[src/lcd_regs.svh]
// Constants for the legacy command decoder: opcodes, error codes, reset values.
// Assumes the includer needs plain macros only; no logic lives here.
`ifndef LCD_REGS_SVH
`define LCD_REGS_SVH
`define LCD_OP_RESET      4'h0
`define LCD_OP_ERR_Q      4'h1
`define LCD_OP_MODEL_Q    4'h2
`define LCD_OP_AMPS_RD    4'h3
`define LCD_OP_AMPS_CEIL  4'h4
`define LCD_OP_AMPS_SET   4'h5
`define LCD_OP_OUT_SW     4'h6
`define LCD_OP_OVP_SET    4'h7
`define LCD_OP_FW_Q       4'h8
`define LCD_OP_PROT_CLR   4'h9
`define LCD_OP_VOLT_CEIL  4'hA
`define LCD_OP_VOLT_RD    4'hB
`define LCD_OP_VOLT_SET   4'hC
`define LCD_ERR_NONE      16'h0000
`define LCD_ERR_CMD       16'hFF9C
`define LCD_ERR_OVERFLOW  16'hFEA2
`define LCD_ERR_EXEC      16'hFF38
`define LCD_SET_RESET     16'h0000
`define LCD_CEIL_RESET    16'hFFFF
`endif

[src/lcd_pkg.sv]
// Types shared by the legacy command decoder.
// Assumes lcd_regs.svh supplies the numeric constants.
package lcd_pkg;
	typedef enum logic [1:0] {
		LCD_IDLE  = 2'b00,
		LCD_REPLY = 2'b01
	} lcd_state_e;
endpackage : lcd_pkg

[src/lcd_decoder.sv]
// Legacy command decoder: takes pre-tokenised legacy commands and drives
// setpoints, limits, output enable, protection clear and query replies.
// Assumes the host parser delivers one opcode per cmd_valid pulse and that
// the surrounding supply supplies measurements, identity and permit status.
// Operation
// - Reset command restores setpoint, limit and OVP defaults, turns output off and pulses dev_reset.
// - Error query returns next error queue entry as a 16-bit error code.
// - Model query returns model identifier and version.
// - Current readback returns measured output current.
// - Current ceiling sets upper current soft limit; query returns it.
// - Current setpoint changes immediately; query returns it.
// - Output switch enables or disables output; query returns state.
// - Over-voltage trip sets protection threshold; query returns it.
// - Firmware query returns main firmware version.
// - Protection clear releases trips only, setpoints unchanged.
// - Voltage ceiling sets upper voltage soft limit; query returns it.
// - Voltage readback returns measured output voltage.
// - Voltage setpoint changes immediately; query returns it.
// - Value writes rejected with error when remote or calibration state forbids.
// - Commands act on this unit only; nothing forwarded to slaves.
// - Every query reply carries the queried command identity.
// - Reset leaves legacy fault registers untouched.
// - A trip may switch output off depending on configuration.
// - Error queue FIFO; overflow replaces newest; empty reads zero.
`include "lcd_regs.svh"
module lcd_decoder #(
	parameter int VW    = 16,
	parameter int DEPTH = 4
) (
	input  wire logic          ref_clk,
	input  wire logic          sys_rst,
	input  wire logic          cmd_valid,
	input  wire logic [3:0]    cmd_op,
	input  wire logic          cmd_query,
	input  wire logic          cmd_known,
	input  wire logic [VW-1:0] cmd_arg,
	input  wire logic          write_permit,
	input  wire logic [VW-1:0] meas_amps,
	input  wire logic [VW-1:0] meas_volts,
	input  wire logic [VW-1:0] model_version,
	input  wire logic [VW-1:0] fw_version,
	input  wire logic          prot_trip,
	input  wire logic          trip_disables_out,
	output logic               cmd_ready,
	output logic               rsp_valid,
	output logic [3:0]         rsp_op,
	output logic [VW-1:0]      rsp_data,
	output logic [VW-1:0]      amps_set,
	output logic [VW-1:0]      amps_ceil,
	output logic [VW-1:0]      volts_set,
	output logic [VW-1:0]      volts_ceil,
	output logic [VW-1:0]      ovp_level,
	output logic               out_enable,
	output logic               prot_latched,
	output logic               fault_reg,
	output logic               dev_reset
);
	localparam int AW = $clog2(DEPTH);
	lcd_pkg::lcd_state_e state;
	logic                take;
	logic                is_write;
	logic                write_ok;
	logic                push;
	logic [15:0]         push_code;
	logic                pop;
	logic [15:0]         eq_mem [DEPTH];
	logic [AW-1:0]       eq_rd;
	logic [AW-1:0]       eq_wr;
	logic [AW:0]         eq_cnt;
	logic [15:0]         eq_head;

	// Accept one command while no reply is pending
	assign cmd_ready = (state == lcd_pkg::LCD_IDLE);
	assign take      = cmd_valid && cmd_ready;
	assign is_write  = cmd_known && !cmd_query && (cmd_op == `LCD_OP_AMPS_CEIL
		|| cmd_op == `LCD_OP_AMPS_SET || cmd_op == `LCD_OP_OUT_SW
		|| cmd_op == `LCD_OP_OVP_SET || cmd_op == `LCD_OP_VOLT_CEIL
		|| cmd_op == `LCD_OP_VOLT_SET);
	assign write_ok  = take && is_write && write_permit;
	assign pop       = take && cmd_known && cmd_op == `LCD_OP_ERR_Q;
	assign eq_head   = (eq_cnt == '0) ? `LCD_ERR_NONE : eq_mem[eq_rd];

	// Error source selection
	always_comb begin
		push      = 1'b0;
		push_code = `LCD_ERR_NONE;
		if (take && !cmd_known) begin
			push      = 1'b1;
			push_code = `LCD_ERR_CMD;
		end else if (take && is_write && !write_permit) begin
			push      = 1'b1;
			push_code = `LCD_ERR_EXEC;
		end
	end

	// Error queue pointers, FIFO order
	always_ff @(posedge ref_clk) begin
		if (sys_rst) begin
			eq_rd  <= '0;
			eq_wr  <= '0;
			eq_cnt <= '0;
		end else begin
			if (pop && eq_cnt != '0) begin
				eq_rd  <= AW'((eq_rd + 1'b1) % DEPTH);
				eq_cnt <= eq_cnt - 1'b1;
			end else if (push && eq_cnt < (AW+1)'(DEPTH)) begin
				eq_wr  <= AW'((eq_wr + 1'b1) % DEPTH);
				eq_cnt <= eq_cnt + 1'b1;
			end
		end
	end

	// Error queue storage; full queue overwrites newest with overflow code
	always_ff @(posedge ref_clk) begin
		if (push && !pop) begin
			if (eq_cnt < (AW+1)'(DEPTH))
				eq_mem[eq_wr] <= push_code;
			else
				eq_mem[AW'((eq_wr + DEPTH - 1) % DEPTH)] <= `LCD_ERR_OVERFLOW;
		end
	end

	// Setpoints and limits; reset command restores defaults
	always_ff @(posedge ref_clk) begin
		if (sys_rst || (take && cmd_known && cmd_op == `LCD_OP_RESET)) begin
			amps_set   <= VW'(`LCD_SET_RESET);
			volts_set  <= VW'(`LCD_SET_RESET);
			amps_ceil  <= VW'(`LCD_CEIL_RESET);
			volts_ceil <= VW'(`LCD_CEIL_RESET);
			ovp_level  <= VW'(`LCD_CEIL_RESET);
		end else if (write_ok) begin
			case (cmd_op)
				`LCD_OP_AMPS_CEIL: amps_ceil <= cmd_arg;
				`LCD_OP_AMPS_SET:  amps_set  <= cmd_arg;
				`LCD_OP_OVP_SET:   ovp_level <= cmd_arg;
				`LCD_OP_VOLT_CEIL: volts_ceil <= cmd_arg;
				`LCD_OP_VOLT_SET:  volts_set <= cmd_arg;
				default: ;
			endcase
		end
	end

	// Output enable, trip may force it off
	always_ff @(posedge ref_clk) begin
		if (sys_rst || (take && cmd_known && cmd_op == `LCD_OP_RESET))
			out_enable <= 1'b0;
		else if (prot_trip && trip_disables_out)
			out_enable <= 1'b0;
		else if (write_ok && cmd_op == `LCD_OP_OUT_SW)
			out_enable <= cmd_arg[0];
	end

	// Protection latch: clear command releases it, set wins over clear
	always_ff @(posedge ref_clk) begin
		if (sys_rst)
			prot_latched <= 1'b0;
		else if (prot_trip)
			prot_latched <= 1'b1;
		else if (take && cmd_known && cmd_op == `LCD_OP_PROT_CLR)
			prot_latched <= 1'b0;
	end

	// Legacy fault record survives the reset command
	always_ff @(posedge ref_clk) begin
		if (sys_rst)
			fault_reg <= 1'b0;
		else if (prot_trip)
			fault_reg <= 1'b1;
	end

	// Reset pulse to the rest of the supply
	always_ff @(posedge ref_clk) begin
		if (sys_rst)
			dev_reset <= 1'b0;
		else
			dev_reset <= take && cmd_known && cmd_op == `LCD_OP_RESET;
	end

	// Reply state
	always_ff @(posedge ref_clk) begin
		if (sys_rst)
			state <= lcd_pkg::LCD_IDLE;
		else begin
			case (state)
				lcd_pkg::LCD_IDLE:
					if (take && cmd_known && (cmd_query || cmd_op == `LCD_OP_ERR_Q
						|| cmd_op == `LCD_OP_MODEL_Q || cmd_op == `LCD_OP_AMPS_RD
						|| cmd_op == `LCD_OP_FW_Q || cmd_op == `LCD_OP_VOLT_RD))
						state <= lcd_pkg::LCD_REPLY;
				lcd_pkg::LCD_REPLY: state <= lcd_pkg::LCD_IDLE;
				default: state <= lcd_pkg::LCD_IDLE;
			endcase
		end
	end
	assign rsp_valid = (state == lcd_pkg::LCD_REPLY);

	// Reply data, tagged with the queried opcode
	always_ff @(posedge ref_clk) begin
		if (sys_rst) begin
			rsp_op   <= 4'h0;
			rsp_data <= '0;
		end else if (take) begin
			rsp_op <= cmd_op;
			case (cmd_op)
				`LCD_OP_ERR_Q:     rsp_data <= VW'(eq_head);
				`LCD_OP_MODEL_Q:   rsp_data <= model_version;
				`LCD_OP_AMPS_RD:   rsp_data <= meas_amps;
				`LCD_OP_AMPS_CEIL: rsp_data <= amps_ceil;
				`LCD_OP_AMPS_SET:  rsp_data <= amps_set;
				`LCD_OP_OUT_SW:    rsp_data <= VW'(out_enable);
				`LCD_OP_OVP_SET:   rsp_data <= ovp_level;
				`LCD_OP_FW_Q:      rsp_data <= fw_version;
				`LCD_OP_VOLT_CEIL: rsp_data <= volts_ceil;
				`LCD_OP_VOLT_RD:   rsp_data <= meas_volts;
				`LCD_OP_VOLT_SET:  rsp_data <= volts_set;
				default:           rsp_data <= '0;
			endcase
		end
	end
endmodule : lcd_decoder

[config.mk]
export PLATFORM = sky130hd
export DESIGN_NAME = lcd_decoder
export DESIGN_NICKNAME = d
export VERILOG_FILES = /design/src/lcd_pkg.sv /design/src/lcd_decoder.sv
export VERILOG_INCLUDE_DIRS = /design/src
export SDC_FILE = /design/constraint.sdc
export NUM_CORES = 1
export LEC_CHECK = 0
export BUFFER_PORTS_ARGS = -buffer_cell sky130_fd_sc_hd__buf_2
export CELL_PAD_IN_SITES_DETAIL_PLACEMENT = 0
export CELL_PAD_IN_SITES_GLOBAL_PLACEMENT = 1
export CORE_MARGIN = 10
export CORE_UTILIZATION = 42
export DETAILED_ROUTE_END_ITERATION = 8
export GPL_ROUTABILITY_DRIVEN = 0
export PLACE_DENSITY = 0.95
export RECOVER_POWER = 50
export SLEW_MARGIN = 10
export SYNTH_ARGS = -nofsm -noshare
export SYNTH_HDL_FRONTEND = slang
export SYNTH_SLANG_ARGS = --single-unit
[constraint.sdc]
create_clock -name ref_clk -period 3.1 [get_ports ref_clk]
set_input_delay 0.31 -clock ref_clk [delete_from_list [all_inputs] [get_ports ref_clk]]
set_output_delay 0.31 -clock ref_clk [all_outputs]
set_load 0.01 [all_outputs]
==> run summary, run 1 <==
Fin crit share: 83.4%
Violated checks: max-capacitance violations, max-slew violations
Remaining antenna violation count after routing: 0
Unrepaired setup endpoints after global routing: no
Number of logic stages on the critical path including buffering: 4
Max-slew violation count: 39
Unique cell type count in the Yosys netlist: 73
Global-route wire length before repair: 39600 um
CTS H-tree depth: 4
Slowest-stage cell, CP: clkbuf_1
Required time of the critical path: 3.37 ns
Most common library cell in the layout ignoring fill and taps: nand2_1
Via Count: 6685
# IOs: 198
Worst Slack Setup Final: 0.515 ns
Global Route Usage Sum: 23.8%
Worst Setup Slack post-DPL: 0.552 ns
CP startpoint kind: primary input
Flops & latches, synth: 138
Fraction of the yosys area taken by sequential cells: 44.8%
Drc violations: 0
Power density of the placed cells: 529 nW/um^2
Number of inserted diodes: 0
X dimension of the die: 146 um
Fin. Hold Viols: 0
Ys async rst share: 0%
Floorplan core area: 15800 um^2
Worst reg2reg startpoint: state[0]
Number of flip-flops under the largest register name: 24
Fraction of layout cells with a size suffix above 1: 18.8%
Measured slew at the worst slew-check pin: 1.92 ns
Worst-case hold path end point: out_enable
Worst rel slew slack: -27.9%
Longest individual stage delay on the worst path: 1.34 ns
Number of rows in the core area: 46
Critical hold path startpoint: trip_disables_out
Number of hold-repair buffers added at the cts stage: 0
Primary FF master, synth: dfxtp_1
Most frequent cells in the layout: nand2_1, dfxtp_1, clkbuf_1
Overall die area: 21400 um^2
Area growth from synthesis to final layout: 24.8%
Static leakage: 3.34 nW
End-of-flow core utilization: 53.1%
Worst Reg-to-Reg Cells: 5
Non-filler cells in the finished layout: 1142
Avg WL per Cell: 23.3 um
Setup Buffers After CTS: 0
Buf/Inv on CP: 2
Element type at the critical path end: flop
Setup TNS: 0 ns
Count of input and output buffers: 197
Pre-antenna DRT Iters: 8
Count of maximum capacitance violations: 1
Post-synth net total: 822
Height of the die: 146 um
Average cell area after synthesis: 9.19 um^2
Yosys warning count: 0
Largest net degree at the start of global routing: 44
Cell-by-cell trace of the critical path: clkbuf_1 > a21o_1 > clkbuf_1 > nor2_1
Count of routing violations after the opening detailed-route iteration: 853
Final instance area: 8370 um^2
Worst endpoint data arrival time: 2.86 ns
Cell repeated most along the worst path: clkbuf_1
Max frequency: 387 MHz
IR Drop Worst-Case VDD: 471 uV
Detail Placement HPWL: 19700 um
Num Clock Sinks: 138
Clock Tree Root: clkbuf_16
Synth Instances: 729
Outcome: finished with violations
R2R setup slack: 0.67 ns
Clock edge transition at the registers on the reported setup and hold paths: 0.06 ns
Post-place instance area: 7930 um^2
Worst hold path type: primary input to flop
Number of resized instances in the post-cts repair step: 0
WS Path Type: primary input to flop
Final min period: 2.58 ns
Number of antenna violations at the first check in global routing: 0
TritonCTS clock tree: built
Post-placement cell count: 1110
Average via count per standard cell: 5.85
Number of setup violations in the final report: 0
Worst hold path depth: 2
Clock skew: 0.0123 ns
Routed wire length: 26600 um
Family of cells with the greatest summed delay on the critical path: buffers and inverters
Post-synth EDFFs: 24
Register name with the most flops: eq_mem
Combined area of all synthesized cells: 6700 um^2
Total of fill cells in the finished design: 1547
Maximum number of buffers from clock root to sink: 2
Clock buffer count from CTS: 17
Number of nets in the layout: 1006
Endpoint of the most critical register-to-register path: amps_set[9]
Via count of the first global-routing pass: 6670
Grt ovf: 0
Starting Density: 42.5%
Insertion delay of the later-clocked pin in the worst-skew pair: 0.43 ns
Critical-path maximum fanout: 38
worst register-to-register path: stages, from the launching register on:
cell	delay [ns]
dfxtp_1	0.38
nand3b_4	0.26
nor3_1	0.42
a21o_1	0.20
clkbuf_1	0.88
nor2_1	0.13
how the worst max path moves through the flow:
stage	to	from
2_1_floorplan	eq_mem[2][14]	cmd_op[2]
5_1_grt	volts_set[15]	sys_rst
3_3_place_gp	eq_mem[3][7]	cmd_op[1]
3_5_place_dp	eq_mem[3][8]	cmd_op[1]
4_1_cts	eq_wr[0]	state[0]
6_report	amps_set[9]	sys_rst
area by class of cell:
type,count,area (um^2),share of cell area [%]
multi-input cells,520,3400,40.6
flip-flops and latches,138,3000,35.9
repair buffers,223,1050,12.5
clock buffers,18,429,5.13
well taps,216,270,3.23
clock inverters,14,170,2.03
inverters,13,48.8,0.583
cells by family (layout without fill, tap and decap cells):
group                    Yosys count  count (layout)  share of synthesized area (%)
flip-flops                       138             138                           44.8
AO/OA/AOI/OAI                    136             136                           15.2
buffers and inverters             71             268                           4.69
adder cells (fa/ha/maj)            1               1                          0.299
AND/OR/NAND/NOR                  307             307                           22.2
multiplexers                      72              72                           12.3
XOR/XNOR                           4               4                          0.523
metrics by stage:
step / total power [W] / hold WS, ns
global route: 0.00455 / 0.0731
finish: 0.00442 / 0.0706
CTS: 0.00445 / 0.0495
floorplan: 0.00217 / 0.408
global placement: 0.00237 / 0.439
detailed placement: 0.00238 / 0.453
power breakdown:
| group | internal, W | leakage [nW] | switching, W |
|---|---|---|---|
| Sequential | 0.00185 | 1.15 | 0.0000207 |
| Clock | 0.00127 | 0.291 | 0.000810 |
| Combinational | 0.000172 | 1.90 | 0.000299 |
| Total | 0.00329 | 3.34 | 0.00113 |
synthesized netlist by cell type (4+ instances only):
cell type / n / area (um^2)
nand2_1: 122 / 458
dfxtp_1: 114 / 2280
nor2_1: 62 / 233
nand3_1: 54 / 270
mux2i_1: 53 / 531
a21oi_1: 37 / 185
edfxtp_1: 24 / 721
buf_2: 23 / 115
clkbuf_1: 23 / 86.3
a22oi_1: 18 / 135
a22o_1: 13 / 114
inv_1: 12 / 45.0
and3_1: 10 / 62.6
nor2b_1: 10 / 62.6
mux2_2: 9 / 101
a311oi_1: 8 / 70.1
buf_1: 8 / 30.0
nor3_1: 8 / 40.0
mux4_2: 7 / 158
nand2b_1: 6 / 37.5
a221oi_1: 5 / 43.8
a222oi_1: 5 / 50.1
nand3b_1: 5 / 37.5
o32ai_1: 5 / 43.8
a2bb2oi_1: 4 / 35.0
a32oi_1: 4 / 35.0
o21ai_0: 4 / 20.0
o2bb2ai_1: 4 / 35.0
o41a_1: 4 / 45.0
layer usage:
metal  part of all wire, %  routed length, um  up-vias  track usage [%]
met1                    38              10100     3102             28.0
met5                     0                  0        -                0
met3                    10               2730      106             7.39
li1                      -                  -     3019                -
met4                   5.5               1470        0             13.6
met2                    46              12300      458             37.8
(Power assumes the default switching activity.)
==> run 2: changes to the inputs <==
Settings changed: CORE_UTILIZATION 42 to 39, PLACE_DENSITY 0.95 to 0.9.
Clock period 3.1 ns to 2.4 ns, I/O delays scaled along.
==> run summary, run 2 (synthesized netlist as in run 1, its figures left out) <==
Number of inserted diodes: 0 (unchanged)
Worst rel slew slack: 24.1% (+52 points)
Number of hold-repair buffers added at the cts stage: 1 (+1)
Clock edge transition at the registers on the reported setup and hold paths: 0.06 ns (about the same)
Count of input and output buffers: 197 (unchanged)
Final instance area: 8620 um^2 (+3.0%)
WS Path Type: primary input to flop
Power density of the placed cells: 700 nW/um^2 (+32%)
X dimension of the die: 151 um (+3.3%)
Cell-by-cell trace of the critical path: clkbuf_1 > and4bb_4 > o31a_1 > o21ai_0 > nor2_1
Number of setup violations in the final report: 0 (unchanged)
Final min period: 2.19 ns
Height of the die: 151 um (+3.3%)
Insertion delay of the later-clocked pin in the worst-skew pair: 0.43 ns (about the same)
Avg WL per Cell: 23.4 um (+0.57%)
Measured slew at the worst slew-check pin: 1.14 ns (-0.780 ns)
Register name with the most flops: eq_mem
Unrepaired setup endpoints after global routing: no
Worst hold-check slack: 0.0357 ns (-0.0349 ns)
Longest individual stage delay on the worst path: 0.67 ns (-0.67 ns)
Number of antenna violations at the first check in global routing: 0 (unchanged)
Detail Placement HPWL: 20800 um (+5.6%)
Grt ovf: 0 (unchanged)
Max-slew violation count: 0 (-100%)
Clock skew: 0.00432 ns (-0.00795 ns)
Sequential cell area in the final layout: 3000 um^2 (unchanged)
Setup TNS: 0 ns (unchanged)
Overall die area: 22800 um^2 (+6.6%)
Element type at the critical path end: flop
Count of routing violations after the opening detailed-route iteration: 813 (-4.7%)
Maximum number of buffers from clock root to sink: 2 (unchanged)
TritonCTS clock tree: built
Count of maximum capacitance violations: 0 (-1)
Post-place instance area: 8100 um^2 (+2.2%)
Number of resized instances in the post-cts repair step: 0 (unchanged)
Area growth from synthesis to final layout: 28.6%
Routed wire length: 27400 um (+3.3%)
Largest net degree at the start of global routing: 49 (+11%)
Critical-path maximum fanout: 19 (-50%)
Number of rows in the core area: 47 (+2.2%)
Clock Tree Root: clkbuf_16
Setup Buffers After CTS: 0 (unchanged)
Worst endpoint data arrival time: 2.25 ns (-0.61 ns)
Family of cells with the greatest summed delay on the critical path: simple AND/OR/NAND/NOR gates
Outcome: finished, final reports clean
Remaining antenna violation count after routing: 0 (unchanged)
Most frequent cells in the layout: nand2_1, dfxtp_1, clkbuf_1
IR Drop Worst-Case VDD: 520 uV (+10%)
Drc violations: 0 (unchanged)
Footprint of the multi-input gates: 3380 um^2 (-0.52%)
Global Route Usage Sum: 23.6% (-0.24 points)
Post-placement cell count: 1140 (+2.7%)
Floorplan core area: 16700 um^2 (+5.9%)
Average via count per standard cell: 5.83 (-0.43%)
CP startpoint kind: primary input
CTS H-tree depth: 4 (unchanged)
Non-filler cells in the finished layout: 1173 (+2.7%)
Fin crit share: 91.1%
Pre-antenna DRT Iters: 6 (-2)
Clock buffer count from CTS: 17 (unchanged)
Required time of the critical path: 2.46 ns (-0.91 ns)
Buf/Inv on CP: 1 (-1)
Max frequency: 457 MHz
Num Clock Sinks: 138 (unchanged)
# IOs: 198 (unchanged)
Static leakage: 3.48 nW (+4.2%)
Starting Density: 40.1% (-2.4 points)
Number of flip-flops under the largest register name: 24 (unchanged)
Fin. Hold Viols: 0 (unchanged)
Global-route wire length before repair: 40900 um (+3.3%)
Total of fill cells in the finished design: 1640 (+6.0%)
Fraction of layout cells with a size suffix above 1: 20.5% (+1.7 points)
Number of nets in the layout: 1033 (+2.7%)
Slowest-stage cell, CP: clkbuf_1
Most common library cell in the layout ignoring fill and taps: nand2_1
Worst hold path type: primary input to flop
Via Count: 6837 (+2.3%)
Via count of the first global-routing pass: 6813 (+2.1%)
==> run 2: cell type report <==
cell class                      instances  area share (%)
Inverter                               13           0.566
Sequential cell                       138            34.8
Timing Repair Buffer                  250            14.4
Tap cell                              220            3.19
Clock buffer                           21            5.60
Multi-Input combinational cell        520            39.2
Clock inverter                         11            2.19
==> run 2: metrics by stage <==
stage          power [W]  worst slack (ns)  utilization [%]
5_1_grt          0.00620            0.0915             51.6
2_1_floorplan    0.00280             0.376                -
3_3_place_gp     0.00308             0.307             48.5
3_5_place_dp     0.00309             0.295             48.5
6_report         0.00603             0.213             51.6
4_1_cts          0.00605             0.311             52.6
==> run 2: worst reg2reg max path: stages (launching register included) <==
cell	delay, ns
dfxtp_1	0.58
mux4_2	0.63
and3_1	0.33
nor4bb_1	0.32
a221oi_1	0.11
==> run 2: worst paths after layout <==
kind	startpoint	endpoint	slack, ns	cells past startpoint
max	cmd_op[1]	eq_mem[1][2]	0.21	5
min	prot_trip	out_enable	0.04	2
max reg2reg	flop	rsp_data[10]	0.29	4
min reg2reg	rsp_op[0]	rsp_op[0]	0.46	2
==> run 2: metal layers <==
metal	GRT usage, %	vias to the layer above	part of all wire (%)	routed length [um]
met4	10.4	0	3.6	977
met2	36.5	417	47	12800
met1	29.5	3263	40	10800
met5	0	-	0	0
met3	7.43	76	10	2850
li1	-	3081	-	-
==> run 2: report_power, final <==
part           internal [W]  total (W)  leakage [nW]  switching, W
combinational      0.000241   0.000624          2.01      0.000383
sequential          0.00239    0.00242          1.15     0.0000269
clock               0.00196    0.00299         0.323       0.00103
